==> src/inc/sssr_pkg.sv <==
// constants and carrier types for the serial shift and storage register block
// ==========================================================================
// Overview of operation
// each shift clock rise moves the eight stages on and loads the data bit
// each storage clock rise copies all eight stages into the storage register
// shift and storage clocks are independent inputs, both acting on rising edges
// a low shift clear zeroes every stage at once, overriding shifting
// the last stage is driven on the cascade output for chaining devices
// with both clocks tied, storage holds the stages from one pulse earlier
// parallel outputs come from the storage register, changing only on storage clock
// output enable high floats the parallel outputs, low drives the stored value
package sssr_pkg;

	// ======================================================================
	// sizes
	localparam int SSSR_STAGES = 8;
	localparam int SSSR_FIFO_DEPTH = 8;
	localparam int SSSR_SYNC_DEPTH = 2;

	// ======================================================================
	// timing: least time from one pop to the next on the drain side
	localparam int SSSR_CLK_PERIOD_PS = 4000;
	localparam int SSSR_DRAIN_GAP_PS = 4000;
	localparam int SSSR_DRAIN_GAP_CYC =
		(SSSR_DRAIN_GAP_PS + SSSR_CLK_PERIOD_PS - 1) / SSSR_CLK_PERIOD_PS;

	// ======================================================================
	// reset values
	localparam logic [SSSR_STAGES-1:0] SSSR_STAGES_RST = 8'h00;
	localparam logic [SSSR_STAGES-1:0] SSSR_STAGES_CLR = 8'h00;
	localparam logic SSSR_LEVEL_LOW = 1'h0;
	localparam logic SSSR_LEVEL_HIGH = 1'h1;

	// ======================================================================
	// pin group as sampled from outside the clock domain
	typedef struct packed {
		logic bit_input;
		logic shift_clk;
		logic store_clk;
		logic shift_clear_n;
		logic out_en_n;
	} sssr_pins_t;

	// one queued clock event: shift and store may come together
	typedef struct packed {
		logic do_shift;
		logic do_store;
		logic bit_val;
	} sssr_evt_t;

	localparam sssr_pins_t SSSR_PINS_RST = '{
		bit_input: 1'h0,
		shift_clk: 1'h0,
		store_clk: 1'h0,
		shift_clear_n: 1'h1,
		out_en_n: 1'h1
	};

endpackage

==> src/logic/sssr_sync.sv <==
// two flip-flop synchroniser for a group of pin levels
`timescale 1ns/100ps
module sssr_sync
	import sssr_pkg::*;
#(
	parameter int WIDTH = 5,
	parameter logic [WIDTH-1:0] RST_VAL = '0
) (
	input wire logic clk,
	input wire logic rst_b,
	input wire logic [WIDTH-1:0] din,
	output logic [WIDTH-1:0] dout
);

	logic [WIDTH-1:0] meta_reg;
	logic [WIDTH-1:0] sync_reg;

	// first stage is read only by the second stage
	always_ff @(posedge clk or negedge rst_b) begin
		if (!rst_b) begin
			meta_reg <= RST_VAL;
			sync_reg <= RST_VAL;
		end else begin
			meta_reg <= din;
			sync_reg <= meta_reg;
		end
	end

	assign dout = sync_reg;

endmodule

==> src/logic/sssr_fifo.sv <==
// small flip-flop fifo with valid/ready on both sides and a flush
`timescale 1ns/100ps
module sssr_fifo
	import sssr_pkg::*;
#(
	parameter int WIDTH = 3,
	parameter int DEPTH = SSSR_FIFO_DEPTH
) (
	input wire logic clk,
	input wire logic rst_b,
	input wire logic flush,
	input wire logic in_valid,
	output logic in_ready,
	input wire logic [WIDTH-1:0] in_data,
	output logic out_valid,
	input wire logic out_ready,
	output logic [WIDTH-1:0] out_data
);

	localparam int AW = $clog2(DEPTH);

	logic [WIDTH-1:0] mem_reg [DEPTH];
	logic [AW-1:0] wr_reg;
	logic [AW-1:0] rd_reg;
	logic [AW:0] cnt_reg;
	logic push;
	logic pop;

	assign in_ready = (cnt_reg != (AW+1)'(DEPTH));
	assign out_valid = (cnt_reg != '0);
	assign out_data = mem_reg[rd_reg];
	assign push = in_valid && in_ready;
	assign pop = out_valid && out_ready;

	// storage, written at the write index
	always_ff @(posedge clk) begin
		if (push) begin
			mem_reg[wr_reg] <= in_data;
		end
	end

	// pointers and fill level; flush empties the queue
	always_ff @(posedge clk or negedge rst_b) begin
		if (!rst_b) begin
			wr_reg <= '0;
			rd_reg <= '0;
			cnt_reg <= '0;
		end else if (flush) begin
			wr_reg <= '0;
			rd_reg <= '0;
			cnt_reg <= '0;
		end else begin
			if (push) begin
				wr_reg <= (wr_reg == AW'(DEPTH - 1)) ? '0 : wr_reg + AW'(1);
			end
			if (pop) begin
				rd_reg <= (rd_reg == AW'(DEPTH - 1)) ? '0 : rd_reg + AW'(1);
			end
			cnt_reg <= cnt_reg + (AW+1)'(push) - (AW+1)'(pop);
		end
	end

endmodule

==> src/logic/sssr_core.sv <==
// serial-in parallel-out shift register with storage register, pin sampled
`timescale 1ns/100ps
module sssr_core
	import sssr_pkg::*;
#(
	parameter int STAGES = SSSR_STAGES,
	parameter int DEPTH = SSSR_FIFO_DEPTH,
	parameter int DRAIN_GAP = SSSR_DRAIN_GAP_CYC
) (
	input wire logic clk,
	input wire logic rst_b,
	input wire logic bit_input,
	input wire logic shift_clk,
	input wire logic store_clk,
	input wire logic shift_clear_n,
	input wire logic out_en_n,
	output logic [STAGES-1:0] par_out,
	output logic par_oe,
	output logic cascade_out,
	output logic event_room,
	output logic event_lost
);

	// ======================================================================
	// declarations
	typedef enum logic [1:0] {
		SSSR_ST_IDLE,
		SSSR_ST_GAP,
		SSSR_ST_CLEAR
	} sssr_state_t;

	localparam int GW = $clog2(DRAIN_GAP + 1);

	sssr_pins_t pins_raw;
	sssr_pins_t pins_sync;
	logic shift_lvl_reg;
	logic store_lvl_reg;
	logic shift_rise;
	logic store_rise;
	logic clear_act;
	sssr_evt_t evt_in;
	sssr_evt_t evt_out;
	logic evt_push;
	logic fifo_in_ready;
	logic fifo_out_valid;
	logic drain_ready;
	logic evt_pop;
	sssr_state_t state_reg;
	sssr_state_t state_next;
	logic [GW-1:0] gap_reg;
	logic [STAGES-1:0] stages_reg;
	logic [STAGES-1:0] store_reg;
	logic par_oe_reg;
	logic room_reg;
	logic lost_reg;

	// ======================================================================
	// pin sampling
	assign pins_raw = '{
		bit_input: bit_input,
		shift_clk: shift_clk,
		store_clk: store_clk,
		shift_clear_n: shift_clear_n,
		out_en_n: out_en_n
	};

	// every pin is foreign to clk, so all pass two flops first
	sssr_sync #(
		.WIDTH($bits(sssr_pins_t)),
		.RST_VAL(SSSR_PINS_RST)
	) u_sync (
		.clk(clk),
		.rst_b(rst_b),
		.din(pins_raw),
		.dout(pins_sync)
	);

	// ======================================================================
	// edge detection on the two link clocks
	// last sampled level of each clock, kept apart so the clocks stay independent
	always_ff @(posedge clk or negedge rst_b) begin
		if (!rst_b) begin
			shift_lvl_reg <= SSSR_LEVEL_LOW;
			store_lvl_reg <= SSSR_LEVEL_LOW;
		end else begin
			shift_lvl_reg <= pins_sync.shift_clk;
			store_lvl_reg <= pins_sync.store_clk;
		end
	end

	// rising edges only
	assign shift_rise = pins_sync.shift_clk && !shift_lvl_reg;
	assign store_rise = pins_sync.store_clk && !store_lvl_reg;
	assign clear_act = !pins_sync.shift_clear_n;

	// ======================================================================
	// event queue
	// tied clocks give one word with both flags set, applied together
	assign evt_in = '{
		do_shift: shift_rise,
		do_store: store_rise,
		bit_val: pins_sync.bit_input
	};

	// while clear is low nothing is queued: the stages are forced to zero
	assign evt_push = (shift_rise || store_rise) && !clear_act;

	// the queue absorbs bursts when the drain side is held off
	sssr_fifo #(
		.WIDTH($bits(sssr_evt_t)),
		.DEPTH(DEPTH)
	) u_fifo (
		.clk(clk),
		.rst_b(rst_b),
		.flush(clear_act),
		.in_valid(evt_push),
		.in_ready(fifo_in_ready),
		.in_data(evt_in),
		.out_valid(fifo_out_valid),
		.out_ready(drain_ready),
		.out_data(evt_out)
	);

	assign evt_pop = fifo_out_valid && drain_ready;

	// ======================================================================
	// drain pacing state machine
	// the gap state stalls the drain so the queue can really fill
	always_comb begin
		state_next = state_reg;
		case (state_reg)
			SSSR_ST_IDLE: begin
				if (clear_act) begin
					state_next = SSSR_ST_CLEAR;
				end else if (evt_pop && (DRAIN_GAP > 1)) begin
					state_next = SSSR_ST_GAP;
				end
			end
			SSSR_ST_GAP: begin
				if (clear_act) begin
					state_next = SSSR_ST_CLEAR;
				end else if (gap_reg == '0) begin
					state_next = SSSR_ST_IDLE;
				end
			end
			SSSR_ST_CLEAR: begin
				if (!clear_act) begin
					state_next = SSSR_ST_IDLE;
				end
			end
			default: begin
				state_next = SSSR_ST_IDLE;
			end
		endcase
	end

	assign drain_ready = (state_reg == SSSR_ST_IDLE) && !clear_act;

	// state register
	always_ff @(posedge clk or negedge rst_b) begin
		if (!rst_b) begin
			state_reg <= SSSR_ST_IDLE;
		end else begin
			state_reg <= state_next;
		end
	end

	// gap counter: loaded on a pop, counts down in the gap state
	always_ff @(posedge clk or negedge rst_b) begin
		if (!rst_b) begin
			gap_reg <= '0;
		end else if (evt_pop && (DRAIN_GAP > 1)) begin
			gap_reg <= GW'(DRAIN_GAP - 2);
		end else if ((state_reg == SSSR_ST_GAP) && (gap_reg != '0)) begin
			gap_reg <= gap_reg - GW'(1);
		end
	end

	// ======================================================================
	// shift register stages
	always_ff @(posedge clk or negedge rst_b) begin
		if (!rst_b) begin
			stages_reg <= SSSR_STAGES_RST;
		end else if (clear_act) begin
			// clear overrides all shifting
			stages_reg <= SSSR_STAGES_CLR;
		end else if (evt_pop && evt_out.do_shift) begin
			// move on one place, new bit enters the first stage
			stages_reg <= {stages_reg[STAGES-2:0], evt_out.bit_val};
		end
	end

	// ======================================================================
	// storage register
	// a store during clear copies the zeroed stages directly
	always_ff @(posedge clk or negedge rst_b) begin
		if (!rst_b) begin
			store_reg <= SSSR_STAGES_RST;
		end else if (clear_act && store_rise) begin
			// parallel copy of the cleared stages
			store_reg <= SSSR_STAGES_CLR;
		end else if (evt_pop && evt_out.do_store) begin
			// copies the stages before this word's shift lands
			store_reg <= stages_reg;
		end
	end

	// ======================================================================
	// output enable
	// drive while the enable pin is low; flop keeps par_oe glitch free
	always_ff @(posedge clk or negedge rst_b) begin
		if (!rst_b) begin
			par_oe_reg <= SSSR_LEVEL_LOW;
		end else begin
			// enable high floats the outputs
			par_oe_reg <= !pins_sync.out_en_n;
		end
	end

	// ======================================================================
	// queue status
	// room is registered so the port comes from a flop; one cycle late
	always_ff @(posedge clk or negedge rst_b) begin
		if (!rst_b) begin
			room_reg <= SSSR_LEVEL_HIGH;
		end else begin
			room_reg <= fifo_in_ready;
		end
	end

	// sticky loss flag: an event met a full queue; cleared by shift clear
	// set wins over clear only when both come together is impossible, since
	// no event is pushed while clear is low
	always_ff @(posedge clk or negedge rst_b) begin
		if (!rst_b) begin
			lost_reg <= SSSR_LEVEL_LOW;
		end else if (evt_push && !fifo_in_ready) begin
			lost_reg <= SSSR_LEVEL_HIGH;
		end else if (clear_act) begin
			lost_reg <= SSSR_LEVEL_LOW;
		end
	end

	// ======================================================================
	// outputs
	// parallel outputs only from the storage register
	assign par_out = store_reg;
	assign par_oe = par_oe_reg;
	// last stage feeds the next device in a chain
	assign cascade_out = stages_reg[STAGES-1];
	assign event_room = room_reg;
	assign event_lost = lost_reg;

endmodule

==> config.mk <==
export PLATFORM = sky130hd
export DESIGN_NAME = sssr_core
export DESIGN_NICKNAME = d
export VERILOG_FILES = /design/src/inc/sssr_pkg.sv /design/src/logic/sssr_sync.sv /design/src/logic/sssr_fifo.sv /design/src/logic/sssr_core.sv
export SDC_FILE = /design/constraint.sdc
export NUM_CORES = 1
export LEC_CHECK = 0
export BUFFER_PORTS_ARGS = -buffer_cell sky130_fd_sc_hd__clkbuf_2
export CAP_MARGIN = 20
export CELL_PAD_IN_SITES_DETAIL_PLACEMENT = 2
export CELL_PAD_IN_SITES_GLOBAL_PLACEMENT = 2
export CORE_AREA = 2 2 98 100
export CTS_CLUSTER_SIZE = 40
export DETAILED_ROUTE_END_ITERATION = 8
export DIE_AREA = 0 0 100 102
export PLACE_DENSITY = 0.63
export SKIP_CTS_REPAIR_TIMING = 1
export SLEW_MARGIN = 20
export SYNTH_ARGS = -nofsm -noshare
export SYNTH_HDL_FRONTEND = slang
export SYNTH_SLANG_ARGS = --single-unit
==> constraint.sdc <==
create_clock -name clk -period 3.45 [get_ports clk]
set_clock_uncertainty 0.1 [all_clocks]
set_input_delay 0.345 -clock clk [delete_from_list [all_inputs] [get_ports clk]]
set_output_delay 0.345 -clock clk [all_outputs]
set_load 0.005 [all_outputs]
-- Word-level counts from Yosys, hierarchy flattened
Memories as Yosys holds them, arrays and structs flattened.
Index checks and enable logic that the tools add are counted.
Widths: inputs -> output; s select.
- register bits: 44
- RAM bits: 24
- memories: 1
- bits of input ports: 7
- output and inout bits: 12
- $add $sub $neg: 5
- reduce and logical (&&, ||, !) cells: 21
- multiplexer cells: 20
- eq/ne operators: 12
- memory list (memory ; depth ; bits a word ; rd ports ; clocked after memory_dff ; wr ports ; line ; text):
    u_fifo.mem_reg ; 8 ; 3 ; 1 ; 0 ; 1 ; sssr_fifo.sv:22 ; logic [WIDTH-1:0] mem_reg [DEPTH];
- operators with widths (operator ; count):
    $mux 8 ; 4
    $mux 3 ; 6
    $logic_and 1x1->1 ; 11
    $mux 2 ; 4
    $ne 2x2->1 const B ; 4
    $add 3x1->3 const B ; 2
    $eq 3x3->1 const B ; 2
    $pmux 2 s3 ; 1
    $logic_not 1->1 ; 5
    $add 4x1->4 ; 1
    $mux 1 ; 4
    $mux 4 ; 1
    $ne 2x1->1 const B ; 2
    $ne 4x4->1 const B ; 1
    $reduce_bool 4->1 ; 1
    $sub 4x1->4 ; 1
    $ne 3x3->1 const B ; 1
    $reduce_and 3->1 ; 1
    $eq 2x1->1 const B ; 1
    $eq 2x2->1 const B ; 1
    $logic_not 2->1 ; 1
    $reduce_bool 2->1 ; 1
    $logic_or 1x1->1 ; 1
    $sub 1x1->1 const B ; 1

-- Logic depth before layout (Yosys ltp)
Gate-level depths: netlist of run 1.
- depth in word-level cells: 8
- mapped depth: 12
- mapped depth without buffers: 11

-- Modules after synthesis
Synthesis of run 1 repeated with hierarchy kept, for this count alone.
- cells, all modules: 201
- area total of the unflattened synthesis: 2792.7 um2
- modules (own cells, without submodules) (module ; area each (um2) ; cells an instance ; instances):
    sssr_fifo ; 1586.5 ; 110 ; 1
    sssr_core ; 950.9 ; 81 ; 1
    sssr_sync ; 255.2 ; 10 ; 1

-- Worst setup path before layout of run 1
No wires, ideal clock.
- kind: register to register
- from: register u_fifo.cnt_reg[2]
- to: register u_fifo.cnt_reg[2]
- data arrival time: 2.206 ns
- cell stages (with the launch flop): 12
- slack: 1.025 ns
- data required time: 3.231 ns
- period minus slack after synthesis: 2.425 ns
- cell sequence: dfrtp_1 -> inv_1 -> ha_1 -> inv_1 -> o31a_1 -> clkbuf_1 -> nand2_1 -> o21ai_0 -> ha_1 -> fa_1 -> xor2_1 -> and2_1
- longest elaborated chain between the ends: 5
- elaborated cells on any way between the ends: 7
- RTL lines (item ; line ; text):
    from (decl) ; sssr_fifo.sv:25 ; logic [AW:0] cnt_reg;
    from (signal assigned) ; sssr_fifo.sv:59 ; cnt_reg <= cnt_reg + (AW+1)'(push) - (AW+1)'(pop);
    $ne 4x4->1 ; sssr_fifo.sv:29 ; assign in_ready = (cnt_reg != (AW+1)'(DEPTH));
    $logic_and 1x1->1 ; sssr_fifo.sv:32 ; assign push = in_valid && in_ready;
    $add 4x1->4 ; sssr_fifo.sv:59 ;
    $sub 4x1->4 * ; sssr_fifo.sv:59 ;
    $mux 4 * ; sssr_fifo.sv:48 ; end else if (flush) begin
Every way passes the cells marked *; elsewhere a longest branch is shown, timed or not.
A chain may end at the register's enable or synchronous reset.

-- Worst setup path in the final report of run 1
- from: register u_fifo.cnt_reg[2]
- to: register u_fifo.cnt_reg[2]
- longest elaborated chain between the ends: 5
- elaborated cells on any way between the ends: 7
- RTL lines (item ; line ; text):
    $ne 4x4->1 ; sssr_fifo.sv:29 ;
    named net fifo_in_ready ; sssr_core.sv:44 ; logic fifo_in_ready;
    $logic_and 1x1->1 ; sssr_fifo.sv:32 ;
    $add 4x1->4 ; sssr_fifo.sv:59 ;
    $sub 4x1->4 ; sssr_fifo.sv:59 ;
    $mux 4 ; sssr_fifo.sv:48 ;
The timed path passes the listed nets, and every way through them passes these cells.

==> results.json, run 1 <==
{
  "ys_seq_area_frac": 0.658,
  "yosys_warnings": 0,
  "synth_top_family_by_area": "multiplexers",
  "antennaDiodeCount": 0,
  "chipWidth_um": 100,
  "rows": 35,
  "path_buf_inv": 2,
  "synth-edff-count": 24,
  "layout-drive-gt1-share": 0.223,
  "clk_latency_ns": 0.33,
  "p_leak_nw": 1.30,
  "wl_per_cell_um": 16.8,
  "die_h_um": 102,
  "area_growth_pct": 18.7,
  "synthDistinctLibCells": 33,
  "htreeDepth": 3,
  "synthMuxAreaShare": 0.100,
  "syn_inst": 195,
  "worst-setup-path-type": "reg -> reg",
  "crit_path_end_kind": "flip-flop",
  "root_buffer": "clkbuf_8",
  "drt_iter0_markers": 64,
  "synthArstFlopShare": 0.636,
  "antenna_found_initial": 0,
  "required_ns": 3.57,
  "hp-class": "reg -> reg",
  "hold_viol_final": 0,
  "critPathMaxStageDelay_ns": 0.49,
  "relSlewSlack": 0.592,
  "viasPerCell": 4.77,
  "cp_max_fo": 6,
  "power.density_nw_per_um2": 637,
  "cp-start-kind": "flip-flop",
  "crit_family": "adder cells",
  "grt_max_degree": 23,
  "portBuffers": 18,
  "dieArea_um2": 10200,
  "critPathSlowestCell": "or3b_2",
  "grt_usage": 0.128,
  "largest_reg_flops": 24,
  "outcome": "completed",
  "grt_pass1_vias": 1803,
  "ys_ff_latch": 66,
  "coreArea_um2": 9110,
  "setup_viol": 0,
  "dpl.cell_count": 322,
  "drc_errors": 0,
  "synthSimpleGateAreaFrac": 0.0921,
  "cts_tree": "built",
  "max_freq_ghz": 0.382,
  "first_pass_iters": 3,
  "final_cells": 344,
  "syn_area_um2": 2700,
  "yosys.area_share.adder": 0.0537,
  "yosysTopAreaCell": "dfrtp_1",
  "period_minus_slack_ns": 2.61,
  "num_vias": 1641,
  "maxCapViolations": 0,
  "path_cells": "inv_1, ha_1, or3b_2, o211ai_1, inv_1, ha_1, fa_1, xor2_1, and2_1",
  "synth_compound_gate_area_share": 0.0616,
  "dp_hpwl_um": 4060,
  "fin_tns_setup_ns": 0,
  "start_util": 0.297,
  "critical_path_arrival_ns": 2.74,
  "syn_area_per_cell_um2": 13.9,
  "drtAntennaViolNets": 0,
  "synth_xor_area_frac": 0.00972,
  "clk_pin_slew_ns": 0.07,
  "ir_drop_v": 0.000238,
  "numCtsBuffers": 9,
  "slew_violations": 0,
  "cts_max_path_buffers": 2,
  "worst_pin_slew_ns": 0.608,
  "synth_top_cells_by_area": "dfrtp_1 (34%), edfxtp_1 (27%), mux4_2 (5.0%)",
  "numClockSinks": 66,
  "syn-num-nets": 213,
  "synthTopCellsByCount": "dfrtp_1 (37), edfxtp_1 (24), nand2_1 (17), nand3_1 (11), o21ai_0 (11)",
  "synth_top_cell_area_share": 0.343,
  "totalWireLength_um": 5780,
  "rsz0062_at_grt": "false",
  "io_pins": 19,
  "power.total_mw": 2.04,
  "ys.flop_type": "dfrtp_1",
  "layout.nets": 246,
  "fin_crit_sh": 0.758,
  "gp_congestion": 0.677,
  "grt_pass1_wl_um": 9690,
  "synthMostInstantiatedCell": "dfrtp_1",
  "overflow": 0
}
==> worst reg2reg max path, delay by kind of cell (launching register included) <==
kind / cells / cell delay (ns)
AND/OR/NAND/NOR: 2 / 0.64
AO/OA/AOI/OAI: 1 / 0.23
adder cells (fa/ha/maj): 3 / 0.77
flip-flops: 1 / 0.36
XOR/XNOR: 1 / 0.17
buffers and inverters: 2 / 0.24
==> metrics by stage <==
| step | worst slack [ns] | instance area, um^2 | hold slack (ns) | util |
|---|---|---|---|---|
| 2_1_floorplan | 1.02 | 2700 | -0.0506 | - |
| 3_3_place_gp | 0.886 | 2940 | 0.235 | 0.322 |
| 3_5_place_dp | 0.830 | 2940 | 0.242 | 0.322 |
| 4_1_cts | 0.809 | 3150 | -0.117 | 0.345 |
| 5_1_grt | 0.654 | 3210 | 0.253 | 0.352 |
| 6_report | 0.835 | 3210 | 0.251 | 0.352 |
==> per-layer routing <==
layer  up-vias  wire length [um]  track usage
li1        754                 -            -
met1       863              2650        0.160
met2        19              2920        0.212
met3         5               146       0.0301
met4         0                70       0.0601
met5         -                 0            0
==> cells by family after synthesis <==
kind of cell	count (synthesis)
compound gates	29
xor+xnor	3
fa+ha+maj	11
buf+inv	16
flops	66
mux	18
simple gates	52
==> final timing paths <==
| check | from | end | slack (ns) | depth (start not counted) |
|---|---|---|---|---|
| worst max-delay path | u_fifo.cnt_reg[2]$_DFF_PN0_ | u_fifo.cnt_reg[2]$_DFF_PN0_ | 0.84 | 9 |
| worst min-delay path | u_sync.meta_reg[3]$_DFF_PN0_ | u_sync.dout[3]$_DFF_PN0_ | 0.25 | 0 |
| worst max register to register | u_fifo.cnt_reg[2]$_DFF_PN0_ | u_fifo.cnt_reg[2]$_DFF_PN0_ | 0.84 | 9 |
| worst min register to register | u_sync.meta_reg[3]$_DFF_PN0_ | u_sync.dout[3]$_DFF_PN0_ | 0.25 | 0 |
| max in group asynchronous | rst_b | u_sync.meta_reg[3]$_DFF_PN0_ | 2.11 | 3 |
| min in group asynchronous | rst_b | par_out[7]$_DFFE_PN0P_ | 0.44 | 2 |
==> final cells by class <==
class,instances,area [um^2]
clock buffer,12,135
inverter,9,33.8
timing repair buffer,29,188
tap,111,139
fill,943,5900
clock inverter,4,76.3
multi-input combinational,113,857
sequential,66,1780
==> layout by cell type, fill, tap and decap left out, types with 3 or more instances in the layout <==
cell           synthesis  final
a21boi_0               3      3
and2_1                 4      4
nor2b_1                3      3
o21ai_0               11     11
nand3_1               11     11
nor2_1                 8      8
mux2i_1                9      9
inv_1                  9      9
edfxtp_1              24     24
dlygate4sd3_1          0      6
ha_1                  10     10
nand2b_1               4      4
clkbuf_1               5      3
mux4_2                 6      6
dfstp_2                5      5
dfrtp_1               37     37
buf_4                  0      5
xor2_1                 3      3
clkbuf_2               0     18
clkbuf_8               0      9
a21oi_1                9      9
nand2_1               17     17
==> report_power, final <==
group          switching [mW]  total, mW  leakage (nW)  internal, mW
combinational           0.218      0.401         0.440         0.183
sequential             0.0595      0.940         0.760         0.880
clock                   0.293      0.702         0.101         0.409
total                   0.570       2.04          1.30          1.47
Note: power is estimated with default switching activity, not from simulation.
==> inputs of run 2 (changes only) <==
==> constraint.sdc (replaced) <==
create_clock -name clk -period 2.6 [get_ports clk]
set_clock_uncertainty 0.1 [all_clocks]
set_input_delay 0.26 -clock clk [delete_from_list [all_inputs] [get_ports clk]]
set_output_delay 0.26 -clock clk [all_outputs]
set_load 0.005 [all_outputs]
==> run 2 against run 1 <==
Against the previous run:
- die area unchanged
- sequential share of layout area decreased by 0.24 points
- wire length increased by 1.1%
==> results.json, run 2 (synthesis gave the netlist of run 1 again) <==
{
  "num_vias": 1656,
  "layout.cells.most_common": "dfrtp_1",
  "clk_latency_ns": 0.33,
  "first_pass_iters": 4,
  "gp_congestion": 0.712,
  "setup_viol": 0,
  "start_util": 0.297,
  "cts_tree": "built",
  "viasPerCell": 4.76,
  "numClockSinks": 66,
  "crit_path_end_kind": "flip-flop",
  "power.density_nw_per_um2": 826,
  "die_h_um": 102,
  "ir_drop_v": 0.000322,
  "grt_usage": 0.129,
  "worst-setup-path-type": "reg -> reg",
  "maxCapViolations": 0,
  "io_pins": 19,
  "hold_viol_final": 0,
  "period_minus_slack_ns": 2.47,
  "slew_violations": 0,
  "layout.nets": 250,
  "dp_hpwl_um": 4140,
  "portBuffers": 18,
  "antennaDiodeCount": 0,
  "power.total_mw": 2.66,
  "wl_per_cell_um": 16.8,
  "cts_max_path_buffers": 2,
  "chipWidth_um": 100,
  "worst_pin_slew_ns": 0.680,
  "outcome": "completed",
  "overflow": 0,
  "grt_pass1_vias": 1891,
  "totalWireLength_um": 5850,
  "hp-class": "reg -> reg",
  "fin_tns_setup_ns": 0,
  "required_ns": 2.72,
  "critical_path_arrival_ns": 2.59,
  "rsz0062_at_grt": "false",
  "coreArea_um2": 9110,
  "htreeDepth": 3,
  "drtAntennaViolNets": 0,
  "clk_pin_slew_ns": 0.07,
  "cp_max_fo": 3,
  "p_leak_nw": 1.31,
  "max_freq_ghz": 0.404,
  "layout.cells.most_common_list": "dfrtp_1 (37), edfxtp_1 (24), clkbuf_2 (18)",
  "place_ws_ns": 0.120,
  "numCtsBuffers": 9,
  "area_growth_pct": 19.2,
  "layout-drive-gt1-share": 0.241,
  "drc_errors": 0,
  "fin_crit_sh": 0.951,
  "fin_util": 0.354,
  "cp-start-kind": "flip-flop",
  "relSlewSlack": 0.545,
  "fin_ws_ns": 0.127,
  "largest_reg_flops": 24,
  "antenna_found_initial": 0,
  "root_buffer": "clkbuf_8",
  "dieArea_um2": 10200,
  "drt_iter0_markers": 73,
  "rows": 35,
  "grt_pass1_wl_um": 9840,
  "holdWs_ns": 0.256,
  "grt_max_degree": 23
}
run 2: area by class of cell:
class                           instances  area [um^2]
Timing Repair Buffer                   33          218
Clock inverter                          5         53.8
Sequential cell                        66         1780
Inverter                                9         33.8
Fill cell                             962         5890
Clock buffer                           11          141
Multi-Input combinational cell        113          857
Tap cell                              111          139
run 2: worst max-delay path, cell delays in order, from the launching register on:
cell	delay, ns
dfrtp_1	0.37
inv_1	0.10
ha_1	0.14
or3b_2	0.47
o211ai_1	0.14
inv_1	0.12
ha_1	0.22
fa_1	0.39
xor2_1	0.17
and2_1	0.15
run 2: report_power, final:
part           internal, mW  total [mW]  leakage (nW)  switching, mW
logic                 0.261       0.565         0.460          0.305
registers              1.17        1.24         0.760         0.0751
clock network         0.465       0.852        0.0930          0.387
total                  1.89        2.66          1.31          0.767
run 2: final timing paths:
check / to / cells past startpoint / start / slack (ns)
max in group asynchronous: event_room$_DFF_PN1_ / 3 / rst_b / 1.42
worst min-delay path: u_sync.dout[3]$_DFF_PN0_ / 0 / u_sync.meta_reg[3]$_DFF_PN0_ / 0.26
worst min register to register: u_sync.dout[3]$_DFF_PN0_ / 0 / u_sync.meta_reg[3]$_DFF_PN0_ / 0.26
min in group asynchronous: par_out[5]$_DFFE_PN0P_ / 2 / rst_b / 0.33
worst max-delay path: u_fifo.cnt_reg[2]$_DFF_PN0_ / 9 / u_fifo.cnt_reg[2]$_DFF_PN0_ / 0.13
worst max register to register: u_fifo.cnt_reg[2]$_DFF_PN0_ / 9 / u_fifo.cnt_reg[2]$_DFF_PN0_ / 0.13
run 2: routing by layer:
metal  GRT usage  wire length (um)  vias up
met2       0.223              3040       16
li1            -                 -      762
met5           0                 0        -
met4      0.0474                55        0
met3      0.0328               139        5
met1       0.155              2620      873
run 2: stage by stage:
stage / instance area, um^2 / std cells
2_1_floorplan: 2700 / 195
3_3_place_gp: 2970 / 326
3_5_place_dp: 2970 / 326
4_1_cts: 3160 / 342
5_1_grt: 3220 / 348
6_report: 3220 / 348
==> inputs of run 3 (changes only) <==
--- a/config.mk
+++ b/config.mk
@@ -6,14 +6,14 @@
 export NUM_CORES = 1
 export LEC_CHECK = 0
 export BUFFER_PORTS_ARGS = -buffer_cell sky130_fd_sc_hd__clkbuf_2
-export CAP_MARGIN = 20
+export CAP_MARGIN = 15
 export CELL_PAD_IN_SITES_DETAIL_PLACEMENT = 2
 export CELL_PAD_IN_SITES_GLOBAL_PLACEMENT = 2
-export CORE_AREA = 2 2 98 100
+export CORE_AREA = 2 2 104 96
 export CTS_CLUSTER_SIZE = 40
 export DETAILED_ROUTE_END_ITERATION = 8
-export DIE_AREA = 0 0 100 102
-export PLACE_DENSITY = 0.63
+export DIE_AREA = 0 0 106 98
+export PLACE_DENSITY = 0.62
 export SKIP_CTS_REPAIR_TIMING = 1
 export SLEW_MARGIN = 20
 export SYNTH_ARGS = -nofsm -noshare
==> run 3 against run 2 <==
Against the previous run:
- sequential power hardly changed
- utilization is 0.74 points lower
- critical path type unchanged
- via count is 1.3% lower
==> results.json, run 3 (synthesis gave the netlist of run 1 again) <==
{
  "multiInputGateArea_um2": 860,
  "viasPerCell": 4.48,
  "num_vias": 1634,
  "htreeDepth": 3,
  "fin_util": 0.346,
  "seqCellArea_um2": 1780,
  "hp-class": "reg -> reg",
  "numClockSinks": 66,
  "chipWidth_um": 106,
  "grt_max_degree": 43,
  "grt_usage": 0.127,
  "dpl.cell_count": 342,
  "reg2reg_to": "u_fifo.cnt_reg[2]$_DFF_PN0_",
  "r2r-start": "u_fifo.cnt_reg[2]$_DFF_PN0_",
  "path_buf_inv": 2,
  "dieArea_um2": 10400,
  "critPathSlowestCell": "fa_1",
  "slew_violations": 0,
  "drc_errors": 0,
  "drt_iter0_markers": 41,
  "dp_hpwl_um": 4000,
  "fin_tns_setup_ns": 0,
  "rows": 34,
  "grt_pass1_vias": 1838,
  "holdPathStages": 0,
  "layout-drive-gt1-share": 0.251,
  "path_cells": "inv_1, ha_1, or3b_4, o211ai_1, inv_1, ha_1, fa_1, xor2_1, and2_1",
  "layout.nets": 252,
  "numCtsBuffers": 9,
  "antenna_found_initial": 0,
  "antennaDiodeCount": 0,
  "maxCapViolations": 0,
  "min_from": "u_sync.meta_reg[4]$_DFF_PN0_",
  "fin_crit_sh": 0.922,
  "relSlewSlack": 0.626,
  "root_buffer": "clkbuf_8",
  "rr_worst_depth": 9,
  "layout.cells.most_common_list": "dfrtp_1 (37), edfxtp_1 (24), clkbuf_2 (18)",
  "period_minus_slack_ns": 2.40,
  "die_h_um": 98,
  "rsz0062_at_grt": "false",
  "power.density_nw_per_um2": 822,
  "cts_tree": "built",
  "required_ns": 2.74,
  "worst-setup-path-type": "reg -> reg",
  "area_growth_pct": 20.4,
  "setup_viol": 0,
  "max_freq_ghz": 0.417,
  "crit_path_end_kind": "flip-flop",
  "crit_family": "adder cells",
  "drtAntennaViolNets": 0,
  "hold_path_end": "u_sync.dout[4]$_DFF_PN0_",
  "critPathMaxStageDelay_ns": 0.40,
  "first_pass_iters": 4,
  "clk_latency_ns": 0.34,
  "layout.cells.most_common": "dfrtp_1",
  "ir_drop_v": 0.000388,
  "gp_congestion": 0.701,
  "cp-start-kind": "flip-flop",
  "fin_ws_ns": 0.202,
  "outcome": "completed",
  "cp_max_fo": 3,
  "worst_pin_slew_ns": 0.559,
  "final_cells": 365,
  "critical_path_arrival_ns": 2.53,
  "cts_max_path_buffers": 2,
  "r2r_slack_ns": 0.20,
  "grt_pass1_wl_um": 9760,
  "io_pins": 19,
  "clk_pin_slew_ns": 0.08,
  "place_ws_ns": 0.124,
  "largest_reg_flops": 24,
  "p_leak_nw": 1.33,
  "coreArea_um2": 9400,
  "wl_per_cell_um": 16.1,
  "start_util": 0.287,
  "totalWireLength_um": 5870,
  "hold_viol_final": 0,
  "portBuffers": 18,
  "n_fill_cell": 994,
  "overflow": 0,
  "holdWs_ns": 0.252
}
run 3: cell types whose count changed in the layout (fill, tap and decap cells not counted):
| cell | delta |
|---|---|
| buf_4 | +2 |
| clkbuf_1 | -1 |
| clkbuf_8 | -1 |
| clkinv_4 | +1 |
| inv_4 | +1 |
| or3b_2 | -1 |
| or3b_4 | +1 |
run 3: per-stage QoR:
stage / instance area (um^2) / total power [mW]
4_1_cts: 3180 / 2.72
2_1_floorplan: 2700 / 1.64
5_1_grt: 3250 / 2.85
3_5_place_dp: 2990 / 1.84
3_3_place_gp: 2990 / 1.81
6_report: 3250 / 2.68
run 3: power breakdown:
part	internal, mW	leakage (nW)	switching, mW
logic	0.271	0.472	0.307
registers	1.17	0.760	0.0763
clock network	0.439	0.0932	0.415
run 3: final cells by class:
| class | instances | area share |
|---|---|---|
| Clock inverter | 7 | 0.0211 |
| Inverter | 9 | 0.0104 |
| Sequential cell | 66 | 0.546 |
| Clock buffer | 9 | 0.0381 |
| Tap cell | 126 | 0.0484 |
| Multi-Input combinational cell | 113 | 0.264 |
| Timing Repair Buffer | 35 | 0.0715 |
run 3: how the worst max path moves through the flow:
stage / to / startpoint / depth (start not counted)
after floorplan: u_fifo.cnt_reg[2]$_DFF_PN0_ / u_fifo.cnt_reg[2]$_DFF_PN0_ / 11
after global placement: u_fifo.cnt_reg[2]$_DFF_PN0_ / u_fifo.cnt_reg[2]$_DFF_PN0_ / 9
after detailed placement: u_fifo.cnt_reg[2]$_DFF_PN0_ / u_fifo.cnt_reg[2]$_DFF_PN0_ / 9
after CTS: u_fifo.cnt_reg[2]$_DFF_PN0_ / u_fifo.cnt_reg[2]$_DFF_PN0_ / 9
after global routing: u_fifo.cnt_reg[2]$_DFF_PN0_ / u_fifo.cnt_reg[2]$_DFF_PN0_ / 10
final: u_fifo.cnt_reg[2]$_DFF_PN0_ / u_fifo.cnt_reg[2]$_DFF_PN0_ / 9
run 3: routing by layer:
layer,vias to the layer above,wire [um],GRT usage
li1,769,-,-
met1,836,2600,0.155
met2,18,2990,0.207
met3,11,183,0.0407
met4,0,105,0.0547
met5,-,0,0
